File: config.mk
export PLATFORM = sky130hd
export DESIGN_NAME = lcg2s_top
export DESIGN_NICKNAME = d
export VERILOG_FILES = /design/src/lcg2s_pkg.sv /design/src/lcg2s_top.sv /design/src/lcg2s_gate.sv
export SDC_FILE = /design/constraint.sdc
export NUM_CORES = 1
export LEC_CHECK = 0
export ABC_CLOCK_PERIOD_IN_PS = 2200
export BUFFER_PORTS_ARGS = -buffer_cell sky130_fd_sc_hd__buf_2
export CORE_MARGIN = 3
export CORE_UTILIZATION = 45
export DETAILED_ROUTE_END_ITERATION = 7
export PLACE_DENSITY = 0.91
export SYNTH_ARGS = -nofsm -noshare
export SYNTH_HDL_FRONTEND = slang
export SYNTH_SLANG_ARGS = --single-unit
File: constraint.sdc
create_clock -name clock -period 2.2 [get_ports clock]
set_clock_uncertainty 0.2 [all_clocks]
set_input_delay 0.33 -clock clock [delete_from_list [all_inputs] [get_ports clock]]
set_output_delay 0.33 -clock clock [all_outputs]
set_load 0.01 [all_outputs]
File: src/lcg2s_pkg.sv
// Constants shared by the logic cell gate 2 input select block.
// Assumes an AXI4-Lite master with 32-bit data on the system clock.
package lcg2s_pkg;

  localparam int ADDR_W = 4;
  localparam int DATA_W = 32;
  localparam int SEL_W  = 8;
  localparam int NUM_D  = 4;

  // Register byte offsets.
  localparam logic [ADDR_W-1:0] OFS_SELECT = 4'h0;
  localparam logic [ADDR_W-1:0] OFS_STATUS = 4'h4;

  // Select register fields: true and inverted term per data signal.
  localparam int BIT_D4_TRUE = 7;
  localparam int BIT_D4_INV  = 6;
  localparam int BIT_D3_TRUE = 5;
  localparam int BIT_D3_INV  = 4;
  localparam int BIT_D2_TRUE = 3;
  localparam int BIT_D2_INV  = 2;
  localparam int BIT_D1_TRUE = 1;
  localparam int BIT_D1_INV  = 0;

  // Status register fields.
  localparam int BIT_STAT_GATE = 0;
  localparam int BIT_STAT_DATA = 1;

  // Values after reset.
  localparam logic [SEL_W-1:0] RST_SELECT = 8'h00;

  // AXI response codes.
  localparam logic [1:0] RESP_OKAY   = 2'h0;
  localparam logic [1:0] RESP_SLVERR = 2'h2;

endpackage

File: src/lcg2s_top.sv
// Gate 2 input select of a configurable logic cell with AXI4-Lite access.
// Assumes the four data signals come from logic on the same clock.
//
// Operation
// - Bit 7 gates fourth data true.
// - Bit 6 gates fourth data inverted.
// - Bit 5 gates third data true.
// - Bit 4 gates third data inverted.
// - Bit 3 gates second data true.
// - Bit 2 gates second data inverted.
// - Bits 1/0 gate first data true/inverted.
// - Cleared bit excludes its term entirely.
//
// The register offsets and the AXI4-Lite slave port were chosen for this implementation.
`timescale 1ns/1ns
`default_nettype none

module lcg2s_top (
  input  wire logic                          clock,
  input  wire logic                          rst_b,
  input  wire logic [lcg2s_pkg::ADDR_W-1:0]  s_axi_awaddr,
  input  wire logic [2:0]                    s_axi_awprot,
  input  wire logic                          s_axi_awvalid,
  output logic                               s_axi_awready,
  input  wire logic [lcg2s_pkg::DATA_W-1:0]  s_axi_wdata,
  input  wire logic [3:0]                    s_axi_wstrb,
  input  wire logic                          s_axi_wvalid,
  output logic                               s_axi_wready,
  output logic [1:0]                         s_axi_bresp,
  output logic                               s_axi_bvalid,
  input  wire logic                          s_axi_bready,
  input  wire logic [lcg2s_pkg::ADDR_W-1:0]  s_axi_araddr,
  input  wire logic [2:0]                    s_axi_arprot,
  input  wire logic                          s_axi_arvalid,
  output logic                               s_axi_arready,
  output logic [lcg2s_pkg::DATA_W-1:0]       s_axi_rdata,
  output logic [1:0]                         s_axi_rresp,
  output logic                               s_axi_rvalid,
  input  wire logic                          s_axi_rready,
  input  wire logic                          cell_data_one,
  input  wire logic                          cell_data_two,
  input  wire logic                          cell_data_three,
  input  wire logic                          cell_data_four,
  output logic                               gate2_out
);

  logic [lcg2s_pkg::SEL_W-1:0]  gate2_input_select;
  logic [lcg2s_pkg::NUM_D-1:0]  cell_data;
  logic                         next_gate2;

  logic                         aw_held;
  logic [lcg2s_pkg::ADDR_W-1:0] aw_addr;
  logic                         w_held;
  logic [lcg2s_pkg::SEL_W-1:0]  w_data;
  logic                         w_lane0;
  logic                         do_write;
  logic                         sel_write;
  logic                         do_read;

  // Word-aligned decode; the low two address bits are ignored.
  function automatic logic is_reg(
    input logic [lcg2s_pkg::ADDR_W-1:0] addr,
    input logic [lcg2s_pkg::ADDR_W-1:0] ofs
  );
    is_reg = (addr[lcg2s_pkg::ADDR_W-1:2] == ofs[lcg2s_pkg::ADDR_W-1:2]);
  endfunction

  function automatic logic is_mapped(
    input logic [lcg2s_pkg::ADDR_W-1:0] addr
  );
    is_mapped = is_reg(addr, lcg2s_pkg::OFS_SELECT)
              | is_reg(addr, lcg2s_pkg::OFS_STATUS);
  endfunction

  // Unmapped addresses answer with an error and change nothing.
  function automatic logic [1:0] resp_for(
    input logic [lcg2s_pkg::ADDR_W-1:0] addr
  );
    resp_for = is_mapped(addr) ? lcg2s_pkg::RESP_OKAY
                               : lcg2s_pkg::RESP_SLVERR;
  endfunction

  // Unused bits and unmapped addresses read as zero.
  function automatic logic [lcg2s_pkg::DATA_W-1:0] read_word(
    input logic [lcg2s_pkg::ADDR_W-1:0] addr,
    input logic [lcg2s_pkg::SEL_W-1:0]  select,
    input logic                         gate,
    input logic [lcg2s_pkg::NUM_D-1:0]  data
  );
    read_word = '0;
    if (is_reg(addr, lcg2s_pkg::OFS_SELECT)) begin
      read_word[lcg2s_pkg::SEL_W-1:0] = select;
    end else if (is_reg(addr, lcg2s_pkg::OFS_STATUS)) begin
      read_word[lcg2s_pkg::BIT_STAT_GATE] = gate;
      read_word[lcg2s_pkg::BIT_STAT_DATA +: lcg2s_pkg::NUM_D] = data;
    end
  endfunction

  assign cell_data = {cell_data_four, cell_data_three,
                      cell_data_two, cell_data_one};

  // Address and data are taken independently; one of each may wait.
  assign s_axi_awready = ~aw_held & ~s_axi_bvalid;
  assign s_axi_wready  = ~w_held & ~s_axi_bvalid;
  assign do_write      = aw_held & w_held & ~s_axi_bvalid;
  // Only byte lane 0 carries the select word; the status word is read only.
  assign sel_write     = do_write & w_lane0
                       & is_reg(aw_addr, lcg2s_pkg::OFS_SELECT);

  // One read at a time; the answer stands from the same edge that accepts the address.
  assign s_axi_arready = ~s_axi_rvalid;
  assign do_read       = s_axi_arvalid & s_axi_arready;

  // A held half waits here until its partner arrives.
  always_ff @(posedge clock) begin
    if (!rst_b) begin
      aw_held <= 1'b0;
    end else if (s_axi_awvalid && s_axi_awready) begin
      aw_held <= 1'b1;
    end else if (do_write) begin
      aw_held <= 1'b0;
    end
  end

  always_ff @(posedge clock) begin
    if (!rst_b) begin
      aw_addr <= '0;
    end else if (s_axi_awvalid && s_axi_awready) begin
      aw_addr <= s_axi_awaddr;
    end
  end

  always_ff @(posedge clock) begin
    if (!rst_b) begin
      w_held <= 1'b0;
    end else if (s_axi_wvalid && s_axi_wready) begin
      w_held <= 1'b1;
    end else if (do_write) begin
      w_held <= 1'b0;
    end
  end

  // Only the bits that can reach the register are kept.
  always_ff @(posedge clock) begin
    if (!rst_b) begin
      w_data  <= '0;
      w_lane0 <= 1'b0;
    end else if (s_axi_wvalid && s_axi_wready) begin
      w_data  <= s_axi_wdata[lcg2s_pkg::SEL_W-1:0];
      w_lane0 <= s_axi_wstrb[0];
    end
  end

  // The response stands until the master takes it.
  always_ff @(posedge clock) begin
    if (!rst_b) begin
      s_axi_bvalid <= 1'b0;
    end else if (do_write) begin
      s_axi_bvalid <= 1'b1;
    end else if (s_axi_bready) begin
      s_axi_bvalid <= 1'b0;
    end
  end

  always_ff @(posedge clock) begin
    if (!rst_b) begin
      s_axi_bresp <= lcg2s_pkg::RESP_OKAY;
    end else if (do_write) begin
      s_axi_bresp <= resp_for(aw_addr);
    end
  end

  // The select word has no defined power-up value, so reset picks a
  // known one; otherwise it changes only by a register write.
  always_ff @(posedge clock) begin
    if (!rst_b) begin
      gate2_input_select <= lcg2s_pkg::RST_SELECT;
    end else if (sel_write) begin
      gate2_input_select <= w_data;
    end
  end

  always_ff @(posedge clock) begin
    if (!rst_b) begin
      s_axi_rvalid <= 1'b0;
    end else if (do_read) begin
      s_axi_rvalid <= 1'b1;
    end else if (s_axi_rready) begin
      s_axi_rvalid <= 1'b0;
    end
  end

  always_ff @(posedge clock) begin
    if (!rst_b) begin
      s_axi_rresp <= lcg2s_pkg::RESP_OKAY;
    end else if (do_read) begin
      s_axi_rresp <= resp_for(s_axi_araddr);
    end
  end

  // The status word samples the gate and data lines at acceptance.
  always_ff @(posedge clock) begin
    if (!rst_b) begin
      s_axi_rdata <= '0;
    end else if (do_read) begin
      s_axi_rdata <= read_word(s_axi_araddr, gate2_input_select,
                               gate2_out, cell_data);
    end
  end

  lcg2s_gate u_gate (
    .select   (gate2_input_select),
    .data     (cell_data),
    .gate_out (next_gate2)
  );

  // Registered so the gate output is glitch free toward the logic core.
  always_ff @(posedge clock) begin
    if (!rst_b) begin
      gate2_out <= 1'b0;
    end else begin
      gate2_out <= next_gate2;
    end
  end

endmodule

`default_nettype wire

File: src/lcg2s_gate.sv
// Combinational term selection and OR for gate 2 of the logic cell.
// Assumes the data signals and the select word are stable in the clock.
`timescale 1ns/1ns
`default_nettype none

module lcg2s_gate (
  input  wire logic [lcg2s_pkg::SEL_W-1:0] select,
  input  wire logic [lcg2s_pkg::NUM_D-1:0] data,
  output logic                             gate_out
);

  logic [lcg2s_pkg::SEL_W-1:0] terms;

  always_comb begin
    terms = '0;
    terms[lcg2s_pkg::BIT_D4_TRUE] = select[lcg2s_pkg::BIT_D4_TRUE]
                                    & data[3];
    terms[lcg2s_pkg::BIT_D4_INV]  = select[lcg2s_pkg::BIT_D4_INV]
                                    & ~data[3];
    terms[lcg2s_pkg::BIT_D3_TRUE] = select[lcg2s_pkg::BIT_D3_TRUE]
                                    & data[2];
    terms[lcg2s_pkg::BIT_D3_INV]  = select[lcg2s_pkg::BIT_D3_INV]
                                    & ~data[2];
    terms[lcg2s_pkg::BIT_D2_TRUE] = select[lcg2s_pkg::BIT_D2_TRUE]
                                    & data[1];
    terms[lcg2s_pkg::BIT_D2_INV]  = select[lcg2s_pkg::BIT_D2_INV]
                                    & ~data[1];
    terms[lcg2s_pkg::BIT_D1_TRUE] = select[lcg2s_pkg::BIT_D1_TRUE]
                                    & data[0];
    terms[lcg2s_pkg::BIT_D1_INV]  = select[lcg2s_pkg::BIT_D1_INV]
                                    & ~data[0];
  end

  // A cleared select forces its term low, so it cannot affect the OR.
  assign gate_out = |terms;

endmodule

`default_nettype wire

==> results.ini <==
[place]
gp_congestion=0.822
placed_cell_area_mm2=0.00173
dp_cells=245
io_buffers=39
dp_hpwl_um=2210

[cells_and_area]
drive_gt1_frac=0.260
area_growth_pct=11.7
diodes=0
mostFrequentLayoutCell=buf_2
fillers=293
mostFrequentLayoutCells=39 x buf_2, 34 x dfxtp_1, 26 x conb_1, 24 x mux2i_1, 21 x nand2_1
fin_nets=269
final_area_mm2=0.00177
fin_cells=252

[sta]
fin_setup_tns_ps=0
fin_crit_ps=1530
max_freq_mhz=652
final-setup-viol-count=0
slew_viol_final=0
finalHoldViolations=0
rsz0062_at_grt=no
finalCritPeriodShare=0.697
holdWs_ps=37.2

[clock_network]
postCtsSetupBuffers=0
cts_tree=built
htreeDepth=2
cts_root_buf=clkbuf_4
clk_latency_ps=330
numCtsBuffers=5
cts-resized-gates=0
cts.sinks=34
cts-hold-fix-buffers=0
clk_pin_slew_ps=90
clockBufferDepth=2

[synthesis]
seq_area_frac_synth=0.429
netlist_area_mm2=0.00159
syn_avg_cell_area_um2=9.56
yosys_register_bits=34
synth_cell_types=26
syn_inst=166
yosysWarnings=0

[critical_path]
slowest_stage=dfxtp_1
cp_cell_sequence=nor2_1, buf_2
cp.arrival_ps=1000
critPathMaxStageDelay_ps=480
crit_fanout=9
end_kind=output port
criticalPathCategory=register to output port
cp.required_ps=1670
critical-path-top-delay-family=flip-flops
worstSetupStartpointType=register
crit_buf_inv=1

[run_status]
status=complete, no violations

[floorplanning]
dieHeight_um=65.4
rows=20
ios=103
core_area_mm2=0.00320
die_area_mm2=0.00428
initial_utilization=0.496
die_x_um=65.4

[global_routing]
overflow=0
grt.total_usage=0.134
grt_pass1_vias=1011
antenna_found_initial=0
grt_pass1_wl_um=4330
grt_max_degree=22

[detailed_routing]
num_vias=1147
routedWlPerCell_um=11.3
dr.pass1.iters=4
postRouteAntennaNets=0
drt_iter0_drc=57
viasPerCell=4.55
route.detailed.drc=0
drt-total-wl_um=2840

[worst_hold_path]
hold_class=input port to register

[pwr]
p_leak_uw=0.000840
vdd_drop_max_mv=0.371
power_density_mw_per_mm2=629
p_total_uw=1120

[job]
cap_violations=0

[kinds of logic after synthesis]
family          count (synthesis)  synth area share
simple gates                   59             0.206
buf+inv                        34             0.150
mux                            24             0.151
compound gates                 14            0.0623
flops                          34             0.429
other cells                     1           0.00236
[cell usage after synthesis, drive strengths merged]
cell	count	area share
or2b	2	0.010
nor2	18	0.043
nor2b	1	0.0087
and4bb	1	0.010
a221o	5	0.032
a21oi	7	0.022
nand2	21	0.050
clkbuf	3	0.0071
nor4b	1	0.015
a41oi	1	0.0055
mux2i	24	0.15
and2b	2	0.010
inv	2	0.0047
nand3b	1	0.013
nor3b	2	0.0095
conb	1	0.0024
dfxtp	34	0.43
nand2b	2	0.0079
and3	5	0.020
o21ai	1	0.0031
buf	29	0.14
nand3	3	0.0095
[final timing paths]
check | from | end | slack [ps] | cells past startpoint
setup reg to reg | s_axi_bvalid | gate2_input_select[7] | 680 | 4
setup / recovery | s_axi_bvalid | s_axi_awready | 670 | 2
hold reg to reg | s_axi_rdata[7] | s_axi_rdata[7] | 260 | 2
hold / removal | s_axi_wdata[4] | w_data[4] | 40 | 3
[sequential cells by signal, indices dropped and copies added (netlist names)]
register	count
s_axi_rresp	1
aw_held	1
s_axi_bvalid	1
s_axi_bresp	1
aw_addr	2
s_axi_rdata	8
gate2_out	1
w_data	8
w_lane0	1
s_axi_rvalid	1
gate2_input_select	8
w_held	1
[where the power goes]
group / switching [uW] / leakage (uW) / internal [uW]
logic: 85.5 / 0.000538 / 64.8
clock network: 187 / 0.0000254 / 120
registers: 19.4 / 0.000277 / 638
total: 292 / 0.000840 / 824
[cell type report]
type                       count  area, um2  share of cell area
clock buffer                   7       45.0              0.0254
timing repair buffer          42        218               0.123
tap                           44       55.1              0.0310
sequential                    34        681               0.384
inverter                       2       7.51             0.00423
multi-input combinational    123        768               0.433
[through the flow]
stage / setup WS (ps) / util
2_1_floorplan: 797 / -
3_3_place_gp: 684 / 0.540
3_5_place_dp: 647 / 0.540
4_1_cts: 642 / 0.554
5_1_grt: 575 / 0.554
6_report: 666 / 0.554
[routing by layer]
metal	vias up	track usage	routed length, um	share of wire
met5	-	0	0	0
met4	0	0.0699	51	0.018
met3	7	0.0496	239	0.084
met2	43	0.216	1340	0.47
met1	503	0.154	1210	0.43
li1	594	-	-	-
[tightest hold or removal path, delay by kind of cell]
family	cells	cell delay (ps)
buf+inv	1	70
simple gates	1	70
mux	1	50
(Power assumes the default switching activity.)
